===== src/cgts_pkg.sv =====
// Purpose: shared constants for the clock generator trim and status block
// Assumes: Avalon-MM slave, 32-bit data, word-aligned registers
// Notes: offsets are byte addresses
package cgts_pkg;
    // ==========================================================
    // Register map
    // ==========================================================
    localparam logic [3:0] CGTS_OFF_COARSE = 4'h0; // Coarse period adjust
    localparam logic [3:0] CGTS_OFF_STATUS = 4'h4; // Status and control
    localparam logic [3:0] CGTS_OFF_CTRL = 4'h8; // Lost-lock interrupt enable control
    localparam logic [3:0] CGTS_OFF_MODE = 4'hc; // Clock mode inputs view
    localparam int CGTS_ADDR_W = 4; // Byte address width
    // ==========================================================
    // Reset values
    // ==========================================================
    localparam logic [7:0] CGTS_COARSE_RST = 8'h80; // Mid-scale coarse adjust
    localparam logic CGTS_FINE_RST = 1'b0; // Fine adjust after reset
    localparam logic CGTS_LOST_LOCK_IRQ_ENABLE_RST = 1'b0; // Interrupt enable after reset
    // ==========================================================
    // Status field positions
    // ==========================================================
    localparam int CGTS_BIT_LOST_LOCK_STICKY_FLAG = 7; // Sticky lost-lock flag
    localparam int CGTS_BIT_LOCK = 6; // Live lock flag
    localparam int CGTS_BIT_LOOP = 5; // Loop in use status
    localparam int CGTS_BIT_REF = 4; // Reference status
    localparam int CGTS_BIT_OUT_LO = 2; // Output source status low bit
    localparam int CGTS_BIT_OSCI = 1; // Crystal startup done
    localparam int CGTS_BIT_FINE = 0; // Fine period adjust
    localparam int CGTS_BIT_LOST_LOCK_IRQ_ENABLE = 7; // Irq enable in control register
    // ==========================================================
    // Output source encodings
    // ==========================================================
    localparam logic [1:0] CGTS_SRC_FLL = 2'h0; // FLL output
    localparam logic [1:0] CGTS_SRC_INT = 2'h1; // Internal reference
    localparam logic [1:0] CGTS_SRC_EXT = 2'h2; // External reference
    localparam logic [1:0] CGTS_SRC_PLL = 2'h3; // PLL output
    // ==========================================================
    // Timing
    // ==========================================================
    localparam int CGTS_CLK_MHZ = 250; // Bus clock rate
    localparam int CGTS_SYNC_STAGES = 2; // Synchroniser depth
    localparam int CGTS_OSC_INIT_NS = 4000; // Crystal startup time in ns
    localparam int CGTS_OSC_INIT_CYC = (CGTS_OSC_INIT_NS * CGTS_CLK_MHZ + 999) / 1000;
endpackage


===== src/cgts_sync.sv =====
// Purpose: multi-bit level synchroniser into the bus clock domain
// Assumes: each bit is a slowly changing level
// Notes: first stage is read only by the second stage
`timescale 1ns/10ps
module cgts_sync #(
    parameter int WIDTH = 4
) (
    input wire logic clk_in,
    input wire logic rstn_in,
    input wire logic [WIDTH-1:0] async_in,
    output logic [WIDTH-1:0] sync_out
);
    logic [WIDTH-1:0] meta_q; // First capture stage

    // ==========================================================
    // Two-stage capture, one per bit
    // ==========================================================
    genvar gi;
    generate
        for (gi = 0; gi < WIDTH; gi++) begin : g_bit
            always_ff @(posedge clk_in or negedge rstn_in) begin
                if (!rstn_in) begin
                    meta_q[gi] <= 1'b0;
                    sync_out[gi] <= 1'b0;
                end else begin
                    meta_q[gi] <= async_in[gi];
                    sync_out[gi] <= meta_q[gi];
                end
            end
        end
    endgenerate
endmodule


===== src/cgts_top.sv =====
// Purpose: trim and status/control registers of the clock generator
// Assumes: Avalon-MM slave on clk_in; loop status arrives from other domains
// Notes: analogue loops and mode machine sit outside this block
`timescale 1ns/10ps
module cgts_top
    import cgts_pkg::*;
#(
    parameter int OSC_INIT_CYC = cgts_pkg::CGTS_OSC_INIT_CYC
) (
    input wire logic clk_in,
    input wire logic rstn_in,
    // Avalon-MM slave
    input wire logic [cgts_pkg::CGTS_ADDR_W-1:0] avs_address_in,
    input wire logic avs_read_in,
    input wire logic avs_write_in,
    input wire logic [31:0] avs_writedata_in,
    input wire logic [3:0] avs_byteenable_in,
    output logic [31:0] avs_readdata_out,
    output logic avs_waitrequest_out,
    output logic [1:0] avs_response_out,
    // Control state from the mode-control registers
    input wire logic ref_source_select_in,
    input wire logic loop_select_in,
    input wire logic [2:0] ref_divider_in,
    input wire logic [3:0] vco_multiplier_in,
    input wire logic ext_ref_kind_select_in,
    input wire logic ext_ref_clock_enable_in,
    input wire logic fll_enabled_in,
    input wire logic pll_enabled_in,
    input wire logic stop_entry_in,
    input wire logic fll_int_ref_mode_in,
    input wire logic fll_bypass_int_mode_in,
    input wire logic bypass_lowpower_int_mode_in,
    input wire logic bypass_lowpower_ext_mode_in,
    input wire logic ext_ref_mode_in,
    input wire logic pll_ext_mode_in,
    // Asynchronous loop status from the clock domains
    input wire logic loop_locked_async_in,
    input wire logic loop_in_use_async_in,
    input wire logic ref_in_use_async_in,
    input wire logic [1:0] out_source_async_in,
    input wire logic osc_running_async_in,
    // Trim outputs, crystal request and interrupt
    output logic [7:0] coarse_period_adjust_out,
    output logic fine_period_adjust_out,
    output logic osc_request_out,
    output logic lost_lock_irq_out
);
    import cgts_pkg::*;

    // ==========================================================
    // Declarations
    // ==========================================================
    logic [7:0] coarse_q; // Coarse period adjust
    logic fine_q; // Fine period adjust
    logic lost_lock_irq_enable_q; // Lost-lock interrupt enable
    logic lost_lock_sticky_flag_q; // Sticky lost-lock flag
    logic lock_q; // Lock flag as reported
    logic was_locked_q; // Lock acquired since last qualify
    logic lock_hold_q; // Lock forced clear until loop unlocks
    logic osci_q; // Crystal startup done
    logic [15:0] osc_cnt_q; // Init cycle counter
    logic [5:0] sync_w; // Synchronised status bits
    logic osc_live; // Crystal reports running, synchronised
    logic [1:0] sel_prev_q; // Previous reference and loop selects
    logic [2:0] div_prev_q; // Previous reference divider
    logic [3:0] vco_prev_q; // Previous multiplier
    logic stop_prev_q; // Previous stop level
    logic blp_prev_q; // Previous low-power bypass level
    logic [31:0] rdata_q; // Read data register
    logic wait_q; // Waitrequest register
    logic [1:0] resp_q; // Response register
    logic irq_q; // Interrupt register
    logic osc_req_q; // Oscillator request register
    logic wr_acc; // Write accepted this cycle
    logic rd_acc; // Read accepted this cycle
    logic lock_det_en; // Lock detection active
    logic lock_kill; // Event that clears lock
    logic coarse_wr; // Coarse register write
    logic ext_in_use; // External reference in use
    logic osc_drop; // Startup flag clear condition

    // Byte-lane zero write check
    function automatic logic cgts_hit(input logic [3:0] addr, input logic [3:0] off,
                                      input logic [3:0] be);
        cgts_hit = (addr == off) && be[0];
    endfunction

    // ==========================================================
    // Synchronisers for status from other domains
    // ==========================================================
    // Bit 5 running, 4 locked, 3 loop in use, 2 reference in use, 1:0 source
    // Status bits never bypass the two flops, so software sees settled values
    cgts_sync #(
        .WIDTH(6)
    ) u_sync (
        .clk_in(clk_in),
        .rstn_in(rstn_in),
        .async_in({osc_running_async_in, loop_locked_async_in, loop_in_use_async_in,
                   ref_in_use_async_in, out_source_async_in}),
        .sync_out(sync_w)
    );
    assign osc_live = sync_w[5];

    // ==========================================================
    // Bus handshake
    // ==========================================================
    // One wait cycle, then the access completes
    // A request seen with waitrequest high is answered at the next edge
    assign wr_acc = avs_write_in && !wait_q;
    assign rd_acc = avs_read_in && !wait_q;
    assign coarse_wr = wr_acc && cgts_hit(avs_address_in, CGTS_OFF_COARSE, avs_byteenable_in);

    // Waitrequest high by default, low for one cycle per access
    always_ff @(posedge clk_in or negedge rstn_in) begin
        if (!rstn_in) begin
            wait_q <= 1'b1;
        end else if ((avs_read_in || avs_write_in) && wait_q) begin
            wait_q <= 1'b0;
        end else begin
            wait_q <= 1'b1;
        end
    end

    // Read data and response; unmapped returns decode error
    // Captured in the wait cycle, they stand for the one answer cycle
    always_ff @(posedge clk_in or negedge rstn_in) begin
        if (!rstn_in) begin
            rdata_q <= 32'h0000_0000;
            resp_q <= 2'h0;
        end else if ((avs_read_in || avs_write_in) && wait_q) begin
            rdata_q <= 32'h0000_0000;
            resp_q <= 2'h0;
            unique case (avs_address_in)
                CGTS_OFF_COARSE: begin
                    rdata_q[7:0] <= coarse_q;
                end
                CGTS_OFF_STATUS: begin
                    rdata_q[7:0] <= {lost_lock_sticky_flag_q, lock_q, sync_w[3], sync_w[2], sync_w[1:0],
                                     osci_q, fine_q};
                end
                CGTS_OFF_CTRL: begin
                    rdata_q[CGTS_BIT_LOST_LOCK_IRQ_ENABLE] <= lost_lock_irq_enable_q;
                end
                CGTS_OFF_MODE: begin
                    rdata_q[3:0] <= {ext_in_use, lock_det_en, stop_entry_in, osc_req_q};
                end
                default: begin
                    resp_q <= 2'h3;
                end
            endcase
        end
    end

    // ==========================================================
    // Trim and interrupt enable registers
    // ==========================================================
    // Coarse value drives period directly; higher lengthens it
    always_ff @(posedge clk_in or negedge rstn_in) begin
        if (!rstn_in) begin
            coarse_q <= CGTS_COARSE_RST;
        end else if (coarse_wr) begin
            coarse_q <= avs_writedata_in[7:0];
        end
    end

    // Fine bit is the only writable status bit besides the sticky flag
    always_ff @(posedge clk_in or negedge rstn_in) begin
        if (!rstn_in) begin
            fine_q <= CGTS_FINE_RST;
        end else if (wr_acc && cgts_hit(avs_address_in, CGTS_OFF_STATUS, avs_byteenable_in)) begin
            fine_q <= avs_writedata_in[CGTS_BIT_FINE];
        end
    end

    // Interrupt enable
    always_ff @(posedge clk_in or negedge rstn_in) begin
        if (!rstn_in) begin
            lost_lock_irq_enable_q <= CGTS_LOST_LOCK_IRQ_ENABLE_RST;
        end else if (wr_acc && cgts_hit(avs_address_in, CGTS_OFF_CTRL, avs_byteenable_in)) begin
            lost_lock_irq_enable_q <= avs_writedata_in[CGTS_BIT_LOST_LOCK_IRQ_ENABLE];
        end
    end

    // ==========================================================
    // Lock tracking
    // ==========================================================
    assign lock_det_en = fll_enabled_in || pll_enabled_in;

    // Previous values for change detection
    always_ff @(posedge clk_in or negedge rstn_in) begin
        if (!rstn_in) begin
            sel_prev_q <= 2'h0;
            div_prev_q <= 3'h0;
            vco_prev_q <= 4'h0;
            stop_prev_q <= 1'b0;
            blp_prev_q <= 1'b0;
        end else begin
            sel_prev_q <= {ref_source_select_in, loop_select_in};
            div_prev_q <= ref_divider_in;
            vco_prev_q <= vco_multiplier_in;
            stop_prev_q <= stop_entry_in;
            blp_prev_q <= bypass_lowpower_int_mode_in || bypass_lowpower_ext_mode_in;
        end
    end

    // Events that force the lock flag clear; the select copies reset to
    // zero, so one kill may follow reset and its hold ends once unlocked
    assign lock_kill =
        (sel_prev_q != {ref_source_select_in, loop_select_in}) ||
        (div_prev_q != ref_divider_in) ||
        (coarse_wr && (avs_writedata_in[7:0] != coarse_q) &&
         (fll_int_ref_mode_in || fll_bypass_int_mode_in)) ||
        ((vco_prev_q != vco_multiplier_in) && pll_ext_mode_in) ||
        (stop_entry_in && !stop_prev_q) ||
        ((bypass_lowpower_int_mode_in || bypass_lowpower_ext_mode_in) && !blp_prev_q);

    // Hold lock clear after a kill until the loop reports unlocked
    always_ff @(posedge clk_in or negedge rstn_in) begin
        if (!rstn_in) begin
            lock_hold_q <= 1'b0;
        end else if (lock_kill) begin
            lock_hold_q <= 1'b1;
        end else if (!sync_w[4]) begin
            lock_hold_q <= 1'b0;
        end
    end

    // Reported lock flag
    always_ff @(posedge clk_in or negedge rstn_in) begin
        if (!rstn_in) begin
            lock_q <= 1'b0;
        end else begin
            lock_q <= lock_det_en && sync_w[4] && !lock_kill && !lock_hold_q;
        end
    end

    // Remember that lock was acquired; a drop of the loop disarms it, so
    // one loss sets the sticky flag once and a later clear by software holds
    always_ff @(posedge clk_in or negedge rstn_in) begin
        if (!rstn_in) begin
            was_locked_q <= 1'b0;
        end else if (!lock_det_en || !sync_w[4]) begin
            was_locked_q <= 1'b0;
        end else if (lock_q) begin
            was_locked_q <= 1'b1;
        end else if (lock_kill || lock_hold_q) begin
            was_locked_q <= 1'b0;
        end
    end

    // Sticky flag; hardware set wins over software clear
    // Writing zero, or one while the flag is clear, leaves it as it is
    always_ff @(posedge clk_in or negedge rstn_in) begin
        if (!rstn_in) begin
            lost_lock_sticky_flag_q <= 1'b0;
        end else if (lock_det_en && was_locked_q && !sync_w[4] && !lock_hold_q) begin
            lost_lock_sticky_flag_q <= 1'b1;
        end else if (wr_acc && cgts_hit(avs_address_in, CGTS_OFF_STATUS, avs_byteenable_in)
                     && avs_writedata_in[CGTS_BIT_LOST_LOCK_STICKY_FLAG] && lost_lock_sticky_flag_q) begin
            lost_lock_sticky_flag_q <= 1'b0;
        end
    end

    // Interrupt request
    // Level follows the sticky flag and its enable one cycle late
    always_ff @(posedge clk_in or negedge rstn_in) begin
        if (!rstn_in) begin
            irq_q <= 1'b0;
        end else begin
            irq_q <= lost_lock_sticky_flag_q && lost_lock_irq_enable_q;
        end
    end

    // ==========================================================
    // Crystal startup
    // ==========================================================
    // External reference counts as in use by its enable or by a mode
    assign ext_in_use = ext_ref_clock_enable_in || ext_ref_mode_in;
    assign osc_drop = !ext_ref_kind_select_in ||
        ((fll_int_ref_mode_in || fll_bypass_int_mode_in || bypass_lowpower_int_mode_in) &&
         !ext_ref_clock_enable_in);

    // Crystal requested when kind select is one and the external reference is in use
    always_ff @(posedge clk_in or negedge rstn_in) begin
        if (!rstn_in) begin
            osc_req_q <= 1'b0;
        end else begin
            osc_req_q <= ext_ref_kind_select_in && ext_in_use;
        end
    end

    // Count init cycles while the crystal reports running, then set the
    // done flag; the count is kept across a pause in the running report
    always_ff @(posedge clk_in or negedge rstn_in) begin
        if (!rstn_in) begin
            osc_cnt_q <= 16'h0000;
            osci_q <= 1'b0;
        end else if (osc_drop) begin
            osc_cnt_q <= 16'h0000;
            osci_q <= 1'b0;
        end else if (osc_req_q && osc_live && !osci_q) begin
            if (osc_cnt_q == 16'(OSC_INIT_CYC - 1)) begin
                osci_q <= 1'b1;
            end else begin
                osc_cnt_q <= osc_cnt_q + 16'h0001;
            end
        end
    end

    // ==========================================================
    // Outputs
    // ==========================================================
    // Status fields come through the synchroniser only
    assign avs_readdata_out = rdata_q;
    assign avs_waitrequest_out = wait_q;
    assign avs_response_out = resp_q;
    assign coarse_period_adjust_out = coarse_q;
    assign fine_period_adjust_out = fine_q;
    assign osc_request_out = osc_req_q;
    assign lost_lock_irq_out = irq_q;
endmodule


===== config.mk =====
export PLATFORM = sky130hd
export DESIGN_NAME = cgts_top
export DESIGN_NICKNAME = d
export VERILOG_FILES = /design/src/cgts_pkg.sv /design/src/cgts_sync.sv /design/src/cgts_top.sv
export SDC_FILE = /design/constraint.sdc
export NUM_CORES = 1
export LEC_CHECK = 0
export ABC_AREA = 1
export BUFFER_PORTS_ARGS = -buffer_cell sky130_fd_sc_hd__buf_2
export CAP_MARGIN = 5
export CORE_MARGIN = 1.5
export CORE_UTILIZATION = 54
export CTS_CLUSTER_SIZE = 8
export DETAILED_ROUTE_END_ITERATION = 6
export PLACE_DENSITY_LB_ADDON = 0.08
export SYNTH_ARGS = -nofsm -noshare
export SYNTH_HDL_FRONTEND = slang
export SYNTH_SLANG_ARGS = --single-unit

===== constraint.sdc =====
create_clock -name clk_in -period 4.81 [get_ports clk_in]
set_input_delay 0 -clock clk_in [delete_from_list [all_inputs] [get_ports clk_in]]
set_output_delay 0 -clock clk_in [all_outputs]
set_load 0.02 [all_outputs]

==> Word-level counts from Yosys, hierarchy flattened <==
Cells that the tools add are included.
{ "classes": {"n_eq_ne": 10, "muxes": 18, "n_addsub": 1, "n_reduce_logical": 58} }
{ "ops": {"columns": ["op", "n"], "rows": [
  ["2-to-1 mux 16 bit", 3],
  ["logical AND 1 bit", 26],
  ["adder 16 x 1 -> 16 bit (second input constant)", 1],
  ["equality test 16 x 10 -> 1 bit (second input constant)", 1],
  ["logical OR 1 bit", 14],
  ["one-hot mux 4 bit (3 select lines)", 1],
  ["2-to-1 mux 1 bit", 11],
  ["logical NOT 1 bit", 10],
  ["equality test 4 bit (second input constant)", 2],
  ["inequality test 8 bit", 1],
  ["one-hot mux 3 bit (2 select lines)", 1],
  ["nonzero test 2 bit", 3],
  ["equality test 4 x 3 -> 1 bit (second input constant)", 1],
  ["logical NOT 4 bit", 1],
  ["inequality test 2 bit (second input constant)", 2],
  ["inequality test 4 bit", 1],
  ["AND reduction 2 bit", 2],
  ["OR reduction 4 bit", 1],
  ["inequality test 3 bit", 1],
  ["one-hot mux 1 bit (3 select lines)", 1],
  ["nonzero test 3 bit", 1],
  ["2-to-1 mux 2 bit", 1],
  ["inequality test 2 bit", 1]
]} }
{ "word_totals": {"ff_bits": 67, "wordCells": 118, "out_inout_bits": 46} }

==> Depth between registers and ports, before layout <==
{ "depth": {"ltp_word": 13, "mapped_depth": 10, "mapped_depth_nobuf": 10} }

==> Modules after synthesis <==
From an unflattened synthesis, not the netlist that was laid out.
{ "unflattened": {"hier_cells": 412, "area_unflattened_um2": 3343.2} }
{ "by_module_without_submodules": {"columns": ["module", "cells_each", "area_per_inst_um2", "instances"], "rows": [
  ["cgts_top", 400, 3042.9, 1],
  ["cgts_sync", 12, 300.3, 1]
]} }

==> Worst setup path after synthesis <==
OpenSTA, ideal clock, no wires.
{ "synth_timing": {"path_kind": "register to register", "startpoint": "register osc_cnt_q[0]", "endpoint": "register osc_cnt_q[9]", "path_slack_ps": 3271, "path_buffers": 1, "path_stages_with_launch": 10, "required_time_ps": 4693, "synth_period_minus_slack_ps": 1539, "arrival_time_ps": 1421, "cell_sequence": "dfrtp_1 ha_1 nand2_1 nor3_2 nand2_2 nand2_4 nand2_4 buf_6 nand2_2 o21ai_2"} }
{ "synth_via": {"elab_chain_len": 4, "word_cells_on_any_way": 7, "classes_between": "add/sub (1); eq/ne (2); mux (3); reduce/logical (1)"} }
{ "synth_lines": {"columns": ["item", "line_no", "rtl"], "rows": [
  ["start: declaration", "cgts_top.sv:62", "logic [15:0] osc_cnt_q;"],
  ["start signal: assignment", "cgts_top.sv:306", "osc_cnt_q <= osc_cnt_q + 16'h0001;"],
  ["adder 16 x 1 -> 16 bit", "cgts_top.sv:306", null],
  ["2-to-1 mux 16 bit", "cgts_top.sv:303", "if (osc_cnt_q == 16'(OSC_INIT_CYC - 1)) begin"],
  ["2-to-1 mux 16 bit", "cgts_top.sv:302", "end else if (osc_req_q && osc_live && !osci_q) begin"],
  ["2-to-1 mux 16 bit", "cgts_top.sv:299", "end else if (osc_drop) begin"]
]} }
Parallel ways exist; a longest one is shown, timed or not. The select of a mux whose other input is x is not followed.
A chain may end at the register's enable or synchronous reset.

==> Worst setup path after layout <==
{ "layout_timing": {"startpoint": "register osc_cnt_q[0]", "endpoint": "register osc_cnt_q[14]"} }
Same word-level chain as after synthesis.

==> flow_metrics.py <==
metrics = {
    "placement": {
        "gpl.final_weighted_congestion": 0.880,
        "dpl.hpwl_um": 5160,
        "place.port_buffers": 64,
    },
    "synth": {
        "synthArstFlopShare": 1.00,
        "synth_area_per_cell_sq_um": 8.06,
        "synth.lib_cells_used.distinct": 35,
        "synth.most_common_cell": "sky130_fd_sc_hd__nand2_1",
        "netlist_top_cells_area": "sky130_fd_sc_hd__dfrtp_1 47%, sky130_fd_sc_hd__nand2_1 13%, sky130_fd_sc_hd__inv_1 6.3%",
        "synth.largest_area_cell": "sky130_fd_sc_hd__dfrtp_1",
        "synth-main-ff-cell": "sky130_fd_sc_hd__dfrtp_1",
        "synth_seq_area_share": 0.490,
        "synth_largest_type_area_fraction": 0.474,
        "count_of_flip_flops_with_a_built_in_enable_after_synthesis": 0,
        "synth_top_cells_by_count": "114 x sky130_fd_sc_hd__nand2_1, 64 x sky130_fd_sc_hd__dfrtp_1, 57 x sky130_fd_sc_hd__inv_1",
        "post_synth_inst_count": 419,
        "postSynthRegisterBits": 66,
        "yosysWarnings": 0,
        "synthesis.area_sq_um": 3380,
    },
    "detailed_routing": {
        "num_vias": 2944,
        "drt_wl_total_um": 7520,
        "starting_drt_drc_count": 148,
        "route.detailed.wl_per_inst_um": 12.4,
        "drt.antenna.violating_nets": 0,
        "remaining_drc_errors": 0,
        "drt-pass1-iter-count": 5,
        "avgViaCountPerCell": 4.87,
    },
    "min_path": {
        "worst_hold_path.endpoint": "avs_response_out[0]$_DFFE_PN0P_",
        "min_from": "avs_address_in[1]",
        "hp-class": "input pin to flop",
        "worst_hold_path.num_cells": 3,
    },
    "grt": {
        "antenna_violations_before_repair": 0,
        "grt_pass1_wl_um": 12100,
        "grt.overflow.total": 0,
        "global_route.usage.total": 0.240,
        "grt_max_degree": 67,
        "via_count_of_the_first_global_routing_pass": 2801,
    },
    "worst_setup_path": {
        "cp-start-kind": "flop",
        "critical-path-max-stage-delay_ns": 0.43,
        "timing_worst_setup_path_type": "flop to flop",
        "worstPathRequired_ns": 5.03,
        "regToRegEndpoint": "osc_cnt_q[14]$_DFFE_PN0P_",
        "setup.worst_path.end_class": "flop",
        "highest_delay_cell_along_the_critical_path": "sky130_fd_sc_hd__dfrtp_1",
        "critPathArrivalTime_ns": 2.15,
        "worstPathCellList": "ha_1 > nand2_1 > nor2_1 > nand2_1 > nor2_1 > nand3_1 > nand2_1 > nand2_1 > nand3_1 > o21ai_2",
        "kind_of_cell_adding_the_most_delay_to_the_critical_path": "simple AND/OR/NAND/NOR gates",
        "worst-r2r-cell-count": 10,
        "worst_path_most_repeated_cell": "sky130_fd_sc_hd__nand2_1",
        "worst-r2r-setup-slack_ns": 2.88,
        "timing.critical_path.buf_inv": 0,
        "crit_path_max_fanout": 6,
        "regToRegStartpoint": "osc_cnt_q[0]$_DFFE_PN0P_",
    },
    "layout": {
        "multi_input_logic_area_sq_um": 1360,
        "flow.area_growth_from_synthesis_pct": 25.9,
        "drive_gt1_frac": 0.211,
        "seq_area_sq_um": 1650,
        "n_fill_cell": 475,
        "nets": 596,
        "num_antenna_cells": 0,
    },
    "power_and_ir_drop": {
        "vdd_drop_max_v": 0.000259,
        "power_per_cell_area_nw_per_um2": 328,
        "leakagePower_nw": 2.17,
    },
    "timing": {
        "final.min_clock_period_ns": 1.93,
        "finalHoldWorstSlack_ns": -0.000795,
        "unrepaired_setup_endpoints_after_global_routing": "no",
        "pin_slew_with_the_least_headroom_to_its_limit_ns": 0.824,
        "timing_hold_violations_final": 1,
        "setup-tns-final_ns": 0,
        "post-route-period-util": 0.400,
        "finalClockSkew_ns": 0.0113,
        "fmaxAchievable_ghz": 0.519,
        "drv_slew": 0,
        "setup_viol": 0,
        "worst_slew_margin_rel": 0.451,
    },
    "clock_network": {
        "cts_buffer_depth": 2,
        "tritoncts": "done",
        "clkSinkCount": 66,
        "htree_levels": 3,
        "worst_skew_pair.late_latency_ns": 0.35,
        "cts.root.buffer_cell": "sky130_fd_sc_hd__clkbuf_8",
        "clkTransAtPathRegs_ns": 0.08,
        "cts_post_setup_buffers_inserted": 0,
        "cts_buffers": 9,
    },
    "flow_run": {
        "cap_viol_max_count": 0,
    },
    "floorplan": {
        "initial_core_util": 0.563,
        "design.die.area_sq_um": 6730,
        "core_sq_um": 5990,
        "top_level_ports": 116,
        "die_height_um": 82.1,
        "fp.dieW_um": 82.1,
        "core.rowCount": 28,
    },
    "status": {
        "result_of_the_run": "complete, but fails checks",
        "failed_checks": "negative hold slack",
    },
}
[where the power goes]
| group | switching [W] | leakage [nW] | internal [W] |
|---|---|---|---|
| clock | 0.000227 | 0.109 | 0.000307 |
| combinational | 0.000150 | 1.24 | 0.0000844 |
| sequential | 0.0000285 | 0.821 | 0.000596 |
[timing repair]
action	in CTS	in global routing
resized for setup	0	0
hold endpoints to repair	94	0
hold buffers	34	0
[worst max path at each step]
stage                             start                   endpoint  slack, ns  depth (start not counted)
2_1_floorplan  osc_cnt_q[0]$_DFFE_PN0P_   osc_cnt_q[9]$_DFFE_PN0P_       3.27                          9
3_3_place_gp   osc_cnt_q[0]$_DFFE_PN0P_  osc_cnt_q[14]$_DFFE_PN0P_       3.03                         10
3_5_place_dp   osc_cnt_q[0]$_DFFE_PN0P_  osc_cnt_q[14]$_DFFE_PN0P_       2.97                         10
4_1_cts               avs_address_in[0]           lock_q$_DFF_PN0_       2.92                          9
5_1_grt        osc_cnt_q[0]$_DFFE_PN0P_  osc_cnt_q[14]$_DFFE_PN0P_       2.67                         10
6_report       osc_cnt_q[0]$_DFFE_PN0P_  osc_cnt_q[14]$_DFFE_PN0P_       2.88                         10
[tightest hold or removal path: cells and delay by family]
kind / cells / cell delay [ns]
AO/OA/AOI/OAI: 1 / 0.16
buffers and inverters: 1 / 0.08
AND/OR/NAND/NOR: 1 / 0.07
[stage by stage]
stage / area [sq um] / utilization / cells / total power (W) / worst slack, ns
detailed placement: 3680 / 0.615 / 555 / 0.000849 / 2.97
global route: 4250 / 0.709 / 605 / 0.00146 / 2.67
global placement: 3680 / 0.615 / 555 / 0.000843 / 3.03
finish: 4250 / 0.709 / 605 / 0.00139 / 2.88
CTS: 4250 / 0.709 / 605 / 0.00140 / 2.92
floorplan: 3460 / - / 442 / 0.000781 / 3.27
[state kept, by name (all words and copies together) (netlist names), 2 cells and up]
signal	cells
u_sync.meta_q	6
div_prev_q	3
vco_prev_q	4
coarse_period_adjust_out	8
u_sync.sync_out	6
sel_prev_q	2
avs_readdata_out	8
osc_cnt_q	16
[routing by layer]
metal	vias up	wire length, um	global-route usage
met5	-	0	0
met4	0	138	0.105
li1	1463	-	-
met2	86	3830	0.424
met1	1380	3190	0.286
met3	15	357	0.0400
[final cells by class]
type / instances / share of cell area
sequential: 66 / 0.389
multi-input combinational: 283 / 0.319
timing repair buffer: 100 / 0.159
inverter: 65 / 0.0574
clock buffer: 10 / 0.0324
tap: 75 / 0.0221
clock inverter: 6 / 0.0209
[logic make-up (layout without fill, tap and decap cells)]
group	Yosys count	in the layout	share of synthesized area
xor gates and xnor gates	9	9	0.0234
and+or+nand+nor	204	204	0.262
AOI/OAI and AO/OA	45	45	0.0860
adders and majority gates	1	1	0.00371
other	1	24	0.00111
buffers and inverters	93	181	0.134
DFF	66	66	0.490
[layout by cell type, fill, tap and decap left out, types with 10 or more instances in the layout]
cell type	netlist	routed
sky130_fd_sc_hd__nand2_1	114	114
sky130_fd_sc_hd__dfrtp_1	64	64
sky130_fd_sc_hd__buf_2	1	64
sky130_fd_sc_hd__inv_1	57	57
sky130_fd_sc_hd__nor2_1	45	45
sky130_fd_sc_hd__dlygate4sd3_1	0	34
sky130_fd_sc_hd__conb_1	1	24
sky130_fd_sc_hd__nand3_1	13	13
sky130_fd_sc_hd__o21ai_0	11	11
sky130_fd_sc_hd__clkbuf_8	0	10
(Power assumes the default switching activity.)
